<file path="config.mk">
export PLATFORM = sky130hd
export DESIGN_NAME = tsf_streamer
export DESIGN_NICKNAME = d
export VERILOG_FILES = /design/src/common/tsf_pkg.sv /design/src/design/tsf_streamer.sv
export SDC_FILE = /design/constraint.sdc
export NUM_CORES = 1
export LEC_CHECK = 0
export BUFFER_PORTS_ARGS = -buffer_cell sky130_fd_sc_hd__buf_2
export CAP_MARGIN = 20
export CORE_AREA = 10 10 337 339
export CTS_CLUSTER_SIZE = 12
export DETAILED_ROUTE_END_ITERATION = 16
export DIE_AREA = 0 0 347 349
export SLEW_MARGIN = 20
export SYNTH_ARGS = -nofsm -noshare
export SYNTH_HDL_FRONTEND = slang
export SYNTH_SLANG_ARGS = --single-unit
</file>
<file path="constraint.sdc">
create_clock -name clk -period 24 [get_ports clk]
set_input_delay 2.4 -clock clk [delete_from_list [all_inputs] [get_ports clk]]
set_output_delay 2.4 -clock clk [all_outputs]
set_load 0.02 [all_outputs]
</file>
<file path="src/common/tsf_pkg.sv">
/*
 * Shared types and constants for the transport-stream-over-IP streamer.
 * Assumes one 200 MHz clock and a synchronous, active-low reset.
 */
package tsf_pkg;
	// ************************************************
	// Timing and sizes
	// ************************************************
	localparam int CLK_KHZ = 200000;
	localparam int ACK_TIMEOUT_MS = 1000;
	localparam int ACK_TIMEOUT_CYCLES = ACK_TIMEOUT_MS * CLK_KHZ;
	localparam logic [7:0] TS_PKT_LEN = 8'hBC;
	localparam logic [7:0] PID_HI_IDX = 8'h01;
	localparam logic [7:0] PID_LO_IDX = 8'h02;
	localparam logic [12:0] NULL_PID = 13'h1FFF;
	localparam logic [15:0] COL_PORT_STEP = 16'h0002;
	localparam logic [15:0] ROW_PORT_STEP = 16'h0004;
	localparam logic [4:0] COL_MIN = 5'h01;
	localparam logic [4:0] ROW_MIN = 5'h04;
	localparam logic [4:0] DIM_MAX = 5'h14;
	localparam logic [9:0] MATRIX_MAX = 10'h064;
	localparam logic [7:0] ROW_OFFSET = 8'h01;

	// ************************************************
	// Rate selection in kbit/s; manual limits in Mbit/s
	// ************************************************
	localparam logic [21:0] BITS_PER_BYTE_KHZ = 22'h186A00;
	localparam logic [16:0] RATE_STD_LOW_KBPS = 17'h04BBE;
	localparam logic [16:0] RATE_STD_HIGH_KBPS = 17'h09790;
	localparam logic [6:0] RATE_MANUAL_MIN = 7'h0A;
	localparam logic [6:0] RATE_MANUAL_MAX = 7'h50;
	localparam logic [16:0] KBPS_PER_MBPS = 17'h003E8;

	typedef enum logic [1:0] {
		TSF_RATE_STD_LOW = 2'b00,
		TSF_RATE_STD_HIGH = 2'b01,
		TSF_RATE_MANUAL = 2'b10
	} tsf_rate_mode_t;

	typedef enum logic [1:0] {
		TSF_LINK_OFFLINE = 2'b00,
		TSF_LINK_ACTIVE = 2'b01,
		TSF_LINK_FAILED = 2'b10
	} tsf_link_t;

	typedef enum logic [1:0] {
		TSF_KIND_MEDIA = 2'b00,
		TSF_KIND_COLUMN = 2'b01,
		TSF_KIND_ROW = 2'b10
	} tsf_kind_t;

	typedef struct packed {
		logic enable;
		logic src_external;
		logic [31:0] dst_addr;
		logic [15:0] dst_port;
		logic [7:0] ttl;
		logic [7:0] tos;
		logic use_rtp;
		logic drop_nulls;
		logic fec_on;
		logic [4:0] fec_column_count;
		logic [4:0] fec_row_depth;
	} tsf_cfg_t;

	typedef struct packed {
		tsf_kind_t kind;
		logic [31:0] dst_addr;
		logic [15:0] dst_port;
		logic [7:0] ttl;
		logic [7:0] tos;
		logic use_rtp;
		logic [15:0] seq;
		logic [15:0] sn_base;
		logic [7:0] offset;
		logic [7:0] na;
	} tsf_dgram_t;
endpackage

</file>
<file path="src/design/tsf_streamer.sv">
/*
 * Per-stream datagram descriptor generator for transport stream over IP,
 * with optional column/row FEC descriptors and null removal.
 * Assumes 188-byte packets from an internal multiplexer on clk, and from an
 * external serial receiver on pins; the MAC builds frames from descriptors.
 */
`timescale 1ns/1ps
`default_nettype none
module tsf_streamer #(
	parameter int NUM_STREAMS = 2,
	parameter int ACK_TIMEOUT = tsf_pkg::ACK_TIMEOUT_CYCLES
) (
	input wire logic clk,
	input wire logic reset_n,
	input wire logic [7:0] int_data,
	input wire logic int_valid,
	input wire logic int_sop,
	input wire logic [7:0] ext_data,
	input wire logic ext_valid,
	input wire logic ext_sop,
	input wire logic phy_ready,
	input wire logic [NUM_STREAMS-1:0] rx_ack,
	input var tsf_pkg::tsf_cfg_t [NUM_STREAMS-1:0] cfg,
	input var tsf_pkg::tsf_rate_mode_t rate_mode,
	input wire logic [6:0] rate_manual_mbps,
	output logic ts_byte_tick,
	output var tsf_pkg::tsf_dgram_t [NUM_STREAMS-1:0] media_dgram,
	output logic [NUM_STREAMS-1:0] media_valid,
	output var tsf_pkg::tsf_dgram_t [NUM_STREAMS-1:0] column_dgram,
	output logic [NUM_STREAMS-1:0] column_valid,
	output var tsf_pkg::tsf_dgram_t [NUM_STREAMS-1:0] row_dgram,
	output logic [NUM_STREAMS-1:0] row_valid,
	output var tsf_pkg::tsf_link_t [NUM_STREAMS-1:0] link_status,
	output logic [NUM_STREAMS-1:0] fec_active,
	output logic [NUM_STREAMS-1:0] fec_config_error
);
	import tsf_pkg::*;

	// ************************************************
	// Pin synchronisers
	// ************************************************
	// External bytes must hold steady for several clocks around a valid edge
	logic [9:0] ext_meta;
	logic [9:0] ext_sync;
	logic ext_valid_prev;
	logic phy_meta;
	logic phy_ready_s;
	logic ext_take;

	always_ff @(posedge clk) begin
		if (!reset_n) begin
			ext_meta <= 10'h000;
			ext_sync <= 10'h000;
			ext_valid_prev <= 1'b0;
			phy_meta <= 1'b0;
			phy_ready_s <= 1'b0;
		end else begin
			ext_meta <= {ext_sop, ext_valid, ext_data};
			ext_sync <= ext_meta;
			ext_valid_prev <= ext_sync[8];
			phy_meta <= phy_ready;
			phy_ready_s <= phy_meta;
		end
	end

	assign ext_take = ext_sync[8] && !ext_valid_prev;

	// ************************************************
	// Transport rate pacing
	// ************************************************
	// One tick paces both the multiplexer and the serial output
	logic [21:0] rate_acc;
	logic [21:0] next_rate_acc;
	logic next_ts_byte_tick;
	logic [16:0] rate_kbps;
	logic [6:0] manual_clamped;
	logic [22:0] acc_sum;

	always_comb begin
		manual_clamped = rate_manual_mbps;
		if (rate_manual_mbps < RATE_MANUAL_MIN) begin
			manual_clamped = RATE_MANUAL_MIN;
		end else if (rate_manual_mbps > RATE_MANUAL_MAX) begin
			manual_clamped = RATE_MANUAL_MAX;
		end
		unique case (rate_mode)
			TSF_RATE_STD_LOW: rate_kbps = RATE_STD_LOW_KBPS;
			TSF_RATE_STD_HIGH: rate_kbps = RATE_STD_HIGH_KBPS;
			TSF_RATE_MANUAL: rate_kbps = 17'(manual_clamped * KBPS_PER_MBPS);
			default: rate_kbps = RATE_STD_LOW_KBPS;
		endcase
		acc_sum = {1'b0, rate_acc} + {6'h00, rate_kbps};
		next_ts_byte_tick = acc_sum >= {1'b0, BITS_PER_BYTE_KHZ};
		next_rate_acc = next_ts_byte_tick ? 22'(acc_sum - {1'b0, BITS_PER_BYTE_KHZ}) : acc_sum[21:0];
	end

	always_ff @(posedge clk) begin
		if (!reset_n) begin
			rate_acc <= 22'h000000;
			ts_byte_tick <= 1'b0;
		end else begin
			rate_acc <= next_rate_acc;
			ts_byte_tick <= next_ts_byte_tick;
		end
	end

	AST_TICK_SPACED: assert property (@(posedge clk) disable iff (!reset_n)
		ts_byte_tick |=> !ts_byte_tick) else $error("byte tick faster than allowed");

	// ************************************************
	// Per-stream engines
	// ************************************************
	typedef struct packed {
		logic [7:0] byte_cnt;
		logic in_pkt;
		logic [4:0] pid_hi;
		logic null_flag;
		logic [15:0] media_seq;
		logic [15:0] col_seq;
		logic [15:0] row_seq;
		logic [4:0] col_idx;
		logic [4:0] row_idx;
		logic [15:0] row_base;
		logic [15:0] matrix_base;
		logic [4:0] burst_left;
		logic [4:0] burst_k;
		logic waiting;
		logic [31:0] ack_timer;
	} tsf_state_t;

	genvar s;
	generate
		for (s = 0; s < NUM_STREAMS; s++) begin : g_stream
			tsf_state_t st;
			tsf_state_t nst;
			tsf_dgram_t next_media;
			tsf_dgram_t next_column;
			tsf_dgram_t next_row;
			logic next_media_valid;
			logic next_column_valid;
			logic next_row_valid;
			tsf_link_t next_link;
			logic sel_valid;
			logic sel_sop;
			logic [7:0] sel_data;
			logic [7:0] cur_idx;
			logic pkt_end;
			logic keep;
			logic [9:0] matrix;
			logic dims_ok;
			logic fec_ok;
			logic [15:0] prev_seq;
			logic seq_seen;

			always_comb begin
				nst = st;
				// external bytes bypass the multiplexer entirely
				sel_valid = cfg[s].src_external ? ext_take : int_valid;
				sel_sop = cfg[s].src_external ? ext_sync[9] : int_sop;
				sel_data = cfg[s].src_external ? ext_sync[7:0] : int_data;
				cur_idx = sel_sop ? 8'h00 : st.byte_cnt;
				matrix = 10'(cfg[s].fec_column_count) * 10'(cfg[s].fec_row_depth);
				dims_ok = cfg[s].fec_column_count >= COL_MIN && cfg[s].fec_column_count <= DIM_MAX
					&& cfg[s].fec_row_depth >= ROW_MIN && cfg[s].fec_row_depth <= DIM_MAX;
				fec_ok = cfg[s].fec_on && cfg[s].use_rtp && !cfg[s].dst_port[0]
					&& dims_ok && matrix <= MATRIX_MAX;
				pkt_end = sel_valid && st.in_pkt && cur_idx == TS_PKT_LEN - 8'h01;
				keep = !(cfg[s].drop_nulls && st.null_flag);
				if (sel_valid) begin
					nst.byte_cnt = cur_idx + 8'h01;
					if (sel_sop) begin
						nst.in_pkt = 1'b1;
					end
					if (cur_idx == PID_HI_IDX) begin
						nst.pid_hi = sel_data[4:0];
					end
					if (cur_idx == PID_LO_IDX) begin
						nst.null_flag = {st.pid_hi, sel_data} == NULL_PID;
					end
					if (pkt_end) begin
						nst.in_pkt = 1'b0;
					end
				end
				next_media_valid = pkt_end && keep && cfg[s].enable;
				// header fields straight from this stream's setup
				next_media = '{TSF_KIND_MEDIA, cfg[s].dst_addr, cfg[s].dst_port, cfg[s].ttl, cfg[s].tos,
					cfg[s].use_rtp, st.media_seq, 16'h0000, 8'h00, 8'h00};
				next_row = '{TSF_KIND_ROW, cfg[s].dst_addr, 16'(cfg[s].dst_port + ROW_PORT_STEP),
					cfg[s].ttl, cfg[s].tos, 1'b1, st.row_seq, st.row_base, ROW_OFFSET,
					8'(cfg[s].fec_column_count)};
				next_column = '{TSF_KIND_COLUMN, cfg[s].dst_addr, 16'(cfg[s].dst_port + COL_PORT_STEP),
					cfg[s].ttl, cfg[s].tos, 1'b1, st.col_seq, 16'(st.matrix_base + 16'(st.burst_k)),
					8'(cfg[s].fec_column_count), 8'(cfg[s].fec_row_depth)};
				next_row_valid = 1'b0;
				next_column_valid = 1'b0;
				if (next_media_valid && cfg[s].use_rtp) begin
					nst.media_seq = st.media_seq + 16'h0001;
				end
				if (!fec_ok) begin
					nst.col_idx = 5'h00;
					nst.row_idx = 5'h00;
					nst.burst_left = 5'h00;
				end else begin
					// column packets leave as a burst once the matrix fills
					if (st.burst_left != 5'h00) begin
						next_column_valid = 1'b1;
						nst.burst_left = st.burst_left - 5'h01;
						nst.burst_k = st.burst_k + 5'h01;
						nst.col_seq = st.col_seq + 16'h0001;
					end
					if (next_media_valid) begin
						if (st.col_idx == 5'h00) begin
							nst.row_base = st.media_seq;
							if (st.row_idx == 5'h00) begin
								nst.matrix_base = st.media_seq;
							end
						end
						nst.col_idx = st.col_idx + 5'h01;
						if (st.col_idx == cfg[s].fec_column_count - 5'h01) begin
							nst.col_idx = 5'h00;
							next_row_valid = cfg[s].fec_column_count > COL_MIN;
							nst.row_idx = st.row_idx + 5'h01;
							if (st.row_idx == cfg[s].fec_row_depth - 5'h01) begin
								nst.row_idx = 5'h00;
								nst.burst_left = cfg[s].fec_column_count;
								nst.burst_k = 5'h00;
							end
						end
					end
					if (next_row_valid) begin
						nst.row_seq = st.row_seq + 16'h0001;
					end
				end
				// a sent packet must be acknowledged before the timeout
				next_link = link_status[s];
				if (next_media_valid) begin
					nst.waiting = 1'b1;
				end
				if (st.waiting) begin
					nst.ack_timer = st.ack_timer + 32'h00000001;
				end
				if (!phy_ready_s) begin
					next_link = TSF_LINK_OFFLINE;
					nst.waiting = 1'b0;
					nst.ack_timer = 32'h00000000;
				end else if (rx_ack[s]) begin
					next_link = TSF_LINK_ACTIVE;
					nst.waiting = next_media_valid;
					nst.ack_timer = 32'h00000000;
				end else if (st.waiting && st.ack_timer >= 32'(ACK_TIMEOUT - 1)) begin
					next_link = TSF_LINK_FAILED;
					nst.waiting = next_media_valid;
					nst.ack_timer = 32'h00000000;
				end
			end

			always_ff @(posedge clk) begin
				if (!reset_n) begin
					st <= '0;
					media_dgram[s] <= '0;
					column_dgram[s] <= '0;
					row_dgram[s] <= '0;
					media_valid[s] <= 1'b0;
					column_valid[s] <= 1'b0;
					row_valid[s] <= 1'b0;
					link_status[s] <= TSF_LINK_OFFLINE;
					fec_active[s] <= 1'b0;
					fec_config_error[s] <= 1'b0;
				end else begin
					st <= nst;
					media_dgram[s] <= next_media;
					column_dgram[s] <= next_column;
					row_dgram[s] <= next_row;
					media_valid[s] <= next_media_valid;
					column_valid[s] <= next_column_valid;
					row_valid[s] <= next_row_valid;
					link_status[s] <= next_link;
					fec_active[s] <= fec_ok;
					fec_config_error[s] <= cfg[s].fec_on && !fec_ok;
				end
			end

			// Helper: last media sequence number, for the sequence check
			always_ff @(posedge clk) begin
				if (!reset_n) begin
					prev_seq <= 16'h0000;
					seq_seen <= 1'b0;
				end else if (media_valid[s] && media_dgram[s].use_rtp) begin
					prev_seq <= media_dgram[s].seq;
					seq_seen <= 1'b1;
				end
			end

			AST_COL_PORT: assert property (@(posedge clk) disable iff (!reset_n)
				column_valid[s] |-> column_dgram[s].dst_port == 16'($past(cfg[s].dst_port) + COL_PORT_STEP))
				else $error("column FEC port wrong");
			AST_ROW_PORT: assert property (@(posedge clk) disable iff (!reset_n)
				row_valid[s] |-> row_dgram[s].dst_port == 16'($past(cfg[s].dst_port) + ROW_PORT_STEP))
				else $error("row FEC port wrong");
			AST_FEC_OFF: assert property (@(posedge clk) disable iff (!reset_n)
				!fec_ok |=> !column_valid[s] && !row_valid[s]) else $error("FEC sent while off");
			AST_ONE_DIM: assert property (@(posedge clk) disable iff (!reset_n)
				row_valid[s] |-> $past(cfg[s].fec_column_count) > COL_MIN) else $error("row FEC in 1-D mode");
			AST_MATRIX_LIMIT: assert property (@(posedge clk) disable iff (!reset_n)
				(cfg[s].fec_on && matrix > MATRIX_MAX) |=> fec_config_error[s] && !fec_active[s])
				else $error("oversized matrix accepted");
			AST_FEC_SHAPE: assert property (@(posedge clk) disable iff (!reset_n)
				column_valid[s] |-> column_dgram[s].na == 8'($past(cfg[s].fec_row_depth))
				&& column_dgram[s].offset == 8'($past(cfg[s].fec_column_count))) else $error("column shape wrong");
			AST_NULL_DROP: assert property (@(posedge clk) disable iff (!reset_n)
				media_valid[s] |-> !($past(cfg[s].drop_nulls) && $past(st.null_flag))) else $error("null sent");
			AST_HEADER: assert property (@(posedge clk) disable iff (!reset_n)
				media_valid[s] |-> media_dgram[s].ttl == $past(cfg[s].ttl) && media_dgram[s].tos == $past(cfg[s].tos)
				&& media_dgram[s].dst_addr == $past(cfg[s].dst_addr)) else $error("header fields wrong");
			AST_OFFLINE: assert property (@(posedge clk) disable iff (!reset_n)
				!phy_ready_s |=> link_status[s] == TSF_LINK_OFFLINE) else $error("link not offline");
			AST_SEQ_STEP: assert property (@(posedge clk) disable iff (!reset_n)
				(media_valid[s] && media_dgram[s].use_rtp && seq_seen)
				|-> media_dgram[s].seq == 16'(prev_seq + 16'h0001)) else $error("RTP sequence skipped");

			COV_RTP_MEDIA: cover property (@(posedge clk) disable iff (!reset_n)
				media_valid[s] && media_dgram[s].use_rtp);
			COV_ROW_FEC: cover property (@(posedge clk) disable iff (!reset_n) row_valid[s]);
			COV_COL_BURST: cover property (@(posedge clk) disable iff (!reset_n)
				column_valid[s] ##1 column_valid[s]);
			COV_LINK_FAIL: cover property (@(posedge clk) disable iff (!reset_n)
				link_status[s] == TSF_LINK_FAILED);
		end
	endgenerate
endmodule
`default_nettype wire

</file>
# Word level (Yosys, flattened, before mapping)
# Index checks and enable logic that the tools add are counted.
dict set report classes {
  add_sub_neg 30
  n_mul 3
  order_cmp 17
  eq_ne 14
  n_mux 52
  bitwise 2
  reduce_logical 73
}
# operator n
set op_table {}
lappend op_table {{115-bit two-way mux} 2}
lappend op_table {{114-bit two-way mux} 2}
lappend op_table {{33-bit two-way mux} 4}
lappend op_table {{10-bit two-way mux} 10}
lappend op_table {{16-bit by 1-bit adder with 16-bit output, second input constant} 6}
lappend op_table {{32-bit by 1-bit adder with 32-bit output, second input constant} 2}
lappend op_table {{32-bit by 28-bit greater-or-equal comparator with 1-bit output, second input constant} 2}
lappend op_table {{32-bit two-way mux} 2}
lappend op_table {{17-bit case mux with 2 select lines} 1}
lappend op_table {{16-bit by 2-bit adder with 16-bit output, second input constant} 2}
lappend op_table {{16-bit by 3-bit adder with 16-bit output, second input constant} 2}
lappend op_table {{16-bit by 5-bit adder with 16-bit output} 2}
lappend op_table {{8-bit two-way mux} 4}
lappend op_table {{1-bit logical AND} 31}
lappend op_table {{5-bit by 1-bit adder with 5-bit output, second input constant} 6}
lappend op_table {{2-bit AND reduction} 15}
lappend op_table {{5-bit by 1-bit subtractor with 5-bit output, second input constant} 6}
lappend op_table {{13-bit equality test, second input constant} 2}
lappend op_table {{22-bit by 17-bit adder with 23-bit output} 1}
lappend op_table {{23-bit by 21-bit greater-or-equal comparator with 1-bit output, second input constant} 1}
lappend op_table {{1-bit two-way mux} 22}
lappend op_table {{22-bit two-way mux} 1}
lappend op_table {{22-bit by 21-bit subtractor with 22-bit output, second input constant} 1}
lappend op_table {{5-bit equality test} 4}
lappend op_table {{other kinds (27)} 60}
dict set report totals {
  reg_bits 844
  inputBits 192
  out_inout_bits 705
  wordCells 294
}

# Depth between registers and ports, before layout
# Gate-level depths: netlist of the first run.
dict set report logic_depth {
  ltp_word 10
  ltp_mapped 33
  mapped_depth_nobuf 31
}

# Least setup slack after synthesis of the first run
# OpenSTA, ideal clock, no wires.
dict set report synth_path {
  path_type {input -> register}
  start {input port rate_manual_mbps[2]}
  end {register rate_acc[11]}
  setup_ns 0.122
  t_arrival_ns 9.584
  required_time_ns 23.878
  path_slack_ns 14.294
  cell_stages 33
  n_path_buf 2
  cell_sequence {or4_1 > a21oi_1 > a21oi_1 > nor2b_1 > inv_1 > fa_1 > inv_1 > fa_1 > inv_1 > fa_1 > fa_1 > inv_1 > ha_1 > o21ai_0 > a21boi_0 > o21ai_0 > a21oi_1 > o21a_1 > nor2_1 > xnor2_1 > a21o_1 > ha_1 > buf_2 > a21o_1 > a211o_1 > nor3_1 > a2111oi_0 > o221a_2 > or3_1 > o31a_1 > buf_6 > mux2i_1 > a311o_1}
}
dict set report synth_via {
  elab_chain_cells 8
  elab_cells_between_ends 10
  classes_between {2 x add/sub; 1 x mul; 3 x order compare; 4 x mux}
}
# item line_no
set synth_lines {}
lappend synth_lines {{start: declaration} tsf_streamer.sv:25} ;# input wire logic [6:0] rate_manual_mbps,
lappend synth_lines {{7-bit greater-than comparator} tsf_streamer.sv:83} ;# end else if (rate_manual_mbps > RATE_MANUAL_MAX) begin
lappend synth_lines {{7-bit two-way mux} tsf_streamer.sv:83}
lappend synth_lines {{7-bit two-way mux *} tsf_streamer.sv:81} ;# if (rate_manual_mbps < RATE_MANUAL_MIN) begin
lappend synth_lines {{7-bit by 7-bit multiplier with 14-bit output *} tsf_streamer.sv:89} ;# TSF_RATE_MANUAL: rate_kbps = 17'(manual_clamped * KBPS_PER_MBPS);
lappend synth_lines {{17-bit case mux with 2 select lines *} tsf_streamer.sv:86} ;# unique case (rate_mode)
lappend synth_lines {{22-bit by 17-bit adder with 23-bit output *} tsf_streamer.sv:92} ;# acc_sum = {1'b0, rate_acc} + {6'h00, rate_kbps};
lappend synth_lines {{22-bit by 21-bit subtractor with 22-bit output or 23-bit by 21-bit greater-or-equal comparator with 1-bit output (tied branches)} {tsf_streamer.sv:94, tsf_streamer.sv:93}}
lappend synth_lines {{22-bit two-way mux *} tsf_streamer.sv:94} ;# next_rate_acc = next_ts_byte_tick ? 22'(acc_sum - {1'b0, BITS_PER_BYTE_KHZ}) : acc_sum[21:0];
lappend synth_lines {{end signal: assignment} tsf_streamer.sv:102} ;# rate_acc <= next_rate_acc;
lappend synth_lines {{end: declaration} tsf_streamer.sv:72} ;# logic [21:0] rate_acc;
# Mark *: on every way between the ends. The rest lies on a longest branch, timed or not.
# A chain may end at the register's enable or synchronous reset.

# Worst setup path after layout of the first run
# Same ends and word-level chain as after synthesis.

==> impl_metrics.py, run 1 <==
metrics = {
    "sta": {
        "slew_viol_final": 0,
        "timing.final.crit_period_ns": 10.07,
        "relSlewSlack_pct": 31.2,
        "finalCritPeriodShare_pct": 42.0,
        "timing.setup.tns_ns": 0,
        "clock_skew_ns": 0.0379,
        "max_slew.worst_pin.slew_ns": 1.03,
        "finalSetupViolations": 0,
        "rsz0062_at_grt": "false",
        "maxClockFrequency_ghz": 0.0993,
        "hold_viol_final": 0,
        "layout_setup_ws_ns": 13.93,
        "fin_hold_ws_ns": 0.430,
    },
    "logic_synthesis": {
        "gate_count_of_the_mapped_netlist": 3706,
        "synthesis.yosys.warnings": 0,
        "number_of_synthesized_flops_with_an_enable_pin": 0,
        "synth_seq_cells": 724,
        "syn_area_um2": 33500,
        "share_of_synthesized_flip_flops_with_an_asynchronous_set_or_reset_pct": 0,
        "synth_top_area_share_pct": 43.3,
        "synth.top_cells.by_area": "sky130_fd_sc_hd__dfxtp_1, sky130_fd_sc_hd__buf_4, sky130_fd_sc_hd__and2_1",
        "seq_area_frac_synth_pct": 43.3,
        "post-synth-top-area-cell": "sky130_fd_sc_hd__dfxtp_1",
        "synth-main-ff-cell": "sky130_fd_sc_hd__dfxtp_1",
        "avgSynthCellArea_um2": 9.03,
        "netlist_cell_types": 90,
    },
    "place": {
        "dpl-instance-area_um2": 36700,
        "detailed_place_hpwl_mm": 74.1,
        "placement.setup.worst_slack_ns": 13.35,
        "gpl.final_weighted_congestion": 0.840,
        "placedCellCount": 5556,
        "portBuffers": 792,
    },
    "floorplan": {
        "die-area_um2": 121000,
        "coreArea_um2": 107000,
        "chipHeight_um": 349,
        "die_x_um": 347,
        "num_rows": 120,
        "i_o_pins": 897,
        "initial_cell_density_of_the_core_pct": 31.4,
    },
    "clock_network": {
        "number_of_h_tree_branching_levels": 3,
        "post-cts-setup-buffer-count": 0,
        "cts.clk_slew.worst_paths_ns": 0.06,
        "tritoncts_clock_tree": "done",
        "number_of_gates_resized_after_cts": 0,
        "cts-root-to-sink-buffers": 3,
        "cts-hold-fix-buffers": 0,
        "numClockSinks": 724,
        "cts_buffers": 86,
        "clkLatencyLatePin_ns": 0.66,
        "clock-root-buffer": "sky130_fd_sc_hd__clkbuf_16",
    },
    "critical_path": {
        "timing.critical_path.slowest_cell_delay_ns": 0.53,
        "kind_of_critical_path": "in2reg",
        "crit_path_end_kind": "register",
        "r2r-start": "ext_sync[9]",
        "critPathMaxFanout": 11,
        "regToRegSetupSlack_ns": 19.47,
        "crit_path_start": "rate_manual_mbps[2]",
        "crit_required_ns": 24.55,
        "cp.arrival_ns": 10.62,
        "worst_r2r_endpoint": "g_stream[1].next_row[45]",
        "cpMaxStageDelayCell": "sky130_fd_sc_hd__fa_1",
        "count_of_cells_along_the_worst_register_to_register_path": 14,
        "setup.worst_path.start_class": "input pin",
        "cp-endpoint": "rate_acc[11]",
    },
    "route": {
        "route.final.wire_length_mm": 96.7,
        "antenna_nets_post_route": 0,
        "via_per_inst": 4.51,
        "detailroute.via_count": 25800,
        "detail_route.first_pass.iterations": 7,
        "detail_route.iter0.violations": 1313,
        "routedWlPerCell_um": 16.9,
        "post-route-drc-count": 0,
    },
    "grt": {
        "global_route.overflow_total": 0,
        "grt_first_pass_wirelength_mm": 149,
        "first_global_vias": 25800,
        "grt_overall_usage_pct": 15.2,
        "antenna_found_initial": 18,
        "grt_max_degree": 121,
    },
    "layout": {
        "instances_no_fill": 5718,
        "layout.filler_cells": 10900,
        "design.final.nets": 4613,
        "area.growth.synth_to_final_pct": 18.7,
        "layout.core_utilization_pct": 37.3,
        "mostFrequentLayoutCells": "sky130_fd_sc_hd__buf_2, sky130_fd_sc_hd__dfxtp_1, sky130_fd_sc_hd__nor2_1",
        "final_common_cell": "sky130_fd_sc_hd__buf_2",
        "postLayoutCellArea_um2": 39700,
        "final_layout_size_suffix_gt1_share_pct": 23.3,
    },
    "hold_path": {
        "timing.hold.worst.class": "reg2reg",
    },
    "job": {
        "maxCapViolCount": 0,
    },
    "pwr": {
        "vdd_drop_max_mv": 0.0480,
        "power_mw": 3.16,
        "total_leakage_power_nw": 17.7,
        "power_density_nw_per_um2": 79.5,
    },
    "status": {
        "outcome": "complete, no violations",
    },
}
[kinds of logic after synthesis]
family                   count (synthesis)  synth area share [%]
multiplexers                            68                  2.16
XOR/XNOR                               252                  6.68
AO/OA/AOI/OAI                          386                  7.05
flip-flops                             724                  43.3
adder cells (fa/ha/maj)                179                  7.57
other                                    1                0.0112
buffers and inverters                  605                  10.5
AND/OR/NAND/NOR                       1491                  22.7
[synthesized netlist by cell type (5+ instances only)]
cell                       number
sky130_fd_sc_hd__buf_1          5
sky130_fd_sc_hd__and3_1        49
sky130_fd_sc_hd__nor2_1       415
sky130_fd_sc_hd__a21oi_1      175
sky130_fd_sc_hd__mux2i_1       42
sky130_fd_sc_hd__nand2b_1      14
sky130_fd_sc_hd__ha_1         140
sky130_fd_sc_hd__o21a_1        16
sky130_fd_sc_hd__nor3b_1        9
sky130_fd_sc_hd__o21ai_1        6
sky130_fd_sc_hd__o211ai_1      17
sky130_fd_sc_hd__nor3_1        53
sky130_fd_sc_hd__nor4b_1        6
sky130_fd_sc_hd__nor2b_1       33
sky130_fd_sc_hd__a21o_1        25
sky130_fd_sc_hd__buf_2         12
sky130_fd_sc_hd__o21ai_0       72
sky130_fd_sc_hd__nor4_1        15
sky130_fd_sc_hd__nand2_1      293
sky130_fd_sc_hd__xor2_1       135
sky130_fd_sc_hd__clkbuf_1     120
sky130_fd_sc_hd__a211oi_1       7
sky130_fd_sc_hd__inv_1        143
sky130_fd_sc_hd__and2_1       331
sky130_fd_sc_hd__nand3_1      100
sky130_fd_sc_hd__buf_4        323
sky130_fd_sc_hd__or2_2          8
sky130_fd_sc_hd__nand4_1       64
sky130_fd_sc_hd__or3_1         41
sky130_fd_sc_hd__dfxtp_1      724
sky130_fd_sc_hd__or4_1          8
sky130_fd_sc_hd__mux2_1         5
sky130_fd_sc_hd__mux2_2        20
sky130_fd_sc_hd__and4_1        17
sky130_fd_sc_hd__a31oi_1       10
sky130_fd_sc_hd__xnor2_1      115
sky130_fd_sc_hd__fa_1          39
[state kept, by name, summed over array words and instances (netlist names), 4 cells and up]
name,cells
media_dgram,66
g_stream.next_media,32
ext_meta,10
rate_acc,21
ext_sync,10
g_stream.next_row,64
link_status,4
column_dgram,105
g_stream.next_column,32
g_stream.st,168
row_dgram,198
[cell type report]
type / instances / area (um^2) / share of cell area [%]
multi-input combinational: 2480 / 15900 / 39.9
sequential: 724 / 14500 / 36.5
timing repair buffer: 807 / 4110 / 10.3
clock buffer: 120 / 2480 / 6.25
tap: 1403 / 1760 / 4.42
inverter: 143 / 544 / 1.37
clock inverter: 35 / 459 / 1.16
antenna: 6 / 15.0 / 0.0378
[power breakdown]
part / switching (mW) / internal [mW]
registers: 0.0191 / 1.24
logic: 0.355 / 0.207
clock network: 0.537 / 0.803
total: 0.910 / 2.25
[worst max-delay path, delay by kind of cell]
kind / cells / cell delay, ns
compound gates: 11 / 2.72
fa+ha+maj: 6 / 2.82
buf+inv: 6 / 0.53
mux: 1 / 0.13
simple gates: 8 / 2.00
[routing by layer]
metal | up-vias | part of all wire [%] | track usage (%)
met4 | 18 | 1.9 | 3.99
li1 | 12900 | - | -
met2 | 683 | 47 | 24.8
met5 | - | 0.14 | 0
met3 | 142 | 7.1 | 4.81
met1 | 12100 | 44 | 19.2
[worst min path at each step]
stage                                   from             to  cells after the start
floorplan                        ext_meta[0]    ext_sync[0]                      1
global route        g_stream[0].next_row[18]  row_dgram[18]                      1
finish                           ext_meta[0]    ext_sync[0]                      1
detailed placement               ext_meta[5]    ext_sync[5]                      1
global placement                 ext_meta[5]    ext_sync[5]                      1
CTS                 g_stream[0].next_row[18]  row_dgram[18]                      1
Power figures use the tool's default switching activity.
==> run 2: changes to the inputs <==
==> constraint.sdc (replaced) <==
create_clock -name clk -period 8.48 [get_ports clk]
set_input_delay 0.848 -clock clk [delete_from_list [all_inputs] [get_ports clk]]
set_output_delay 0.848 -clock clk [all_outputs]
set_load 0.02 [all_outputs]
==> impl_metrics.py, run 2 (same netlist as run 1, synthesis figures left out) <==
metrics = {
    "critical_path": {
        "kind_of_critical_path": "in2reg",
        "timing.critical_path.slowest_cell_delay_ns": 0.56,
        "critPathMaxFanout": 6,
        "crit_path_end_kind": "register",
        "cpMaxStageDelayCell": "sky130_fd_sc_hd__fa_1",
        "setup.worst_path.start_class": "input pin",
        "crit_required_ns": 9.05,
        "cp.arrival_ns": 8.43,
    },
    "status": {
        "outcome": "complete, no violations",
    },
    "sta": {
        "hold_viol_final": 0,
        "rsz0062_at_grt": "false",
        "timing.setup.tns_ns": 0,
        "timing.final.crit_period_ns": 7.86,
        "layout_setup_ws_ns": 0.618,
        "slew_viol_final": 0,
        "relSlewSlack_pct": 30.5,
        "max_slew.worst_pin.slew_ns": 1.04,
        "fin_hold_ws_ns": 0.406,
        "clock_skew_ns": 0.0258,
        "finalSetupViolations": 0,
        "maxClockFrequency_ghz": 0.127,
        "finalCritPeriodShare_pct": 92.7,
    },
    "pwr": {
        "combinationalPowerShare_pct": 18.7,
        "power_density_nw_per_um2": 219,
        "sequentialPowerShare_pct": 41.1,
        "total_leakage_power_nw": 17.6,
        "p_int_mw": 6.15,
        "pwr-share-clk_pct": 40.2,
        "vdd_drop_max_mv": 0.173,
        "p_switching_mw": 2.50,
        "power.share.switching_pct": 28.9,
    },
    "place": {
        "detailed_place_hpwl_mm": 73.7,
        "portBuffers": 792,
        "dpl-instance-area_um2": 36800,
        "gpl.final_weighted_congestion": 0.836,
        "placement.setup.worst_slack_ns": 0.0254,
    },
    "grt": {
        "antenna_found_initial": 18,
        "grt_first_pass_wirelength_mm": 148,
        "global_route.overflow_total": 0,
        "grt_max_degree": 166,
        "grt_overall_usage_pct": 15.1,
        "first_global_vias": 25500,
    },
    "clock_network": {
        "numClockSinks": 724,
        "clock-root-buffer": "sky130_fd_sc_hd__clkbuf_16",
        "number_of_gates_resized_after_cts": 0,
        "cts_buffers": 83,
        "cts-hold-fix-buffers": 0,
        "cts.clk_slew.worst_paths_ns": 0.07,
        "number_of_h_tree_branching_levels": 3,
        "clkLatencyLatePin_ns": 0.64,
        "cts-root-to-sink-buffers": 3,
        "tritoncts_clock_tree": "done",
        "post-cts-setup-buffer-count": 0,
    },
    "floorplan": {
        "die_x_um": 347,
        "num_rows": 120,
        "chipHeight_um": 349,
        "die-area_um2": 121000,
        "i_o_pins": 897,
        "coreArea_um2": 107000,
        "initial_cell_density_of_the_core_pct": 31.4,
    },
    "layout": {
        "area.growth.synth_to_final_pct": 17.9,
        "final_layout_size_suffix_gt1_share_pct": 23.3,
        "largest_register_ff_count": 198,
        "design.final.nets": 4617,
        "postLayoutCellArea_um2": 39500,
        "top_register": "row_dgram",
        "mostFrequentLayoutCells": "sky130_fd_sc_hd__buf_2, sky130_fd_sc_hd__dfxtp_1, sky130_fd_sc_hd__nor2_1",
        "layout.core_utilization_pct": 37.0,
        "top_regs": "row_dgram (198), g_stream.st (168), column_dgram (105)",
        "final_common_cell": "sky130_fd_sc_hd__buf_2",
    },
    "route": {
        "post-route-drc-count": 0,
        "routedWlPerCell_um": 16.8,
        "detailroute.via_count": 25600,
        "top_layer_used": "met5",
        "via_per_inst": 4.49,
        "antenna_nets_post_route": 0,
        "detail_route.iter0.violations": 1268,
        "detailroute.wirelength.met2_mm": 44.5,
        "total_met3_wirelength_after_detailed_routing_mm": 6.99,
        "detail_route.first_pass.iterations": 5,
        "route.final.wire_length_mm": 96.1,
        "route.layer.met1.wl_mm": 42.6,
    },
    "job": {
        "maxCapViolCount": 0,
    },
    "hold_path": {
        "timing.hold.worst.class": "in2reg",
    },
}
run 2: worst paths after layout:
path | cells after the start | slack [ns] | startpoint | end
setup / recovery | 31 | 0.62 | rate_manual_mbps[2] | rate_acc[12]
hold / removal | 2 | 0.41 | ext_data[5] | ext_meta[5]
setup reg to reg | 13 | 3.74 | ext_sync[9] | g_stream[1].next_row[45]
hold reg to reg | 1 | 0.43 | ext_meta[9] | ext_sync[9]
run 2: power groups by stage:
stage                     clock network, mW  registers, mW  logic [mW]
after floorplan                           0           3.68        1.20
after CTS                              3.60           3.55        1.62
after global placement                    0           3.63        1.58
after global routing                   3.72           3.56        1.80
final                                  3.48           3.55        1.61
after detailed placement                  0           3.63        1.61
run 2: cell type report:
class | count | area (um^2)
timing repair buffer | 814 | 4160
sequential | 724 | 14500
fill | 10900 | 67100
clock buffer | 112 | 2420
clock inverter | 25 | 215
antenna | 3 | 7.51
tap | 1403 | 1760
inverter | 143 | 544
multi-input combinational | 2480 | 15900
run 2: critical path: cells and delay by family:
family | cells | cell delay, ns
adder cells (fa/ha/maj) | 6 | 2.74
AO/OA/AOI/OAI | 11 | 2.47
AND/OR/NAND/NOR | 8 | 1.79
buffers and inverters | 6 | 0.58
run 2: through the flow:
stage / power [mW] / instances
floorplan: 4.88 / 3809
CTS: 8.77 / 5701
finish: 8.65 / 5704
global placement: 5.21 / 5564
detailed placement: 5.23 / 5564
global route: 9.08 / 5703
run 2: per-layer routing:
layer  GRT usage, %  up-vias
met3           4.85      136
li1               -    12900
met1           19.0    12000
met4           3.65       22
met5              0        -
met2           24.8      634
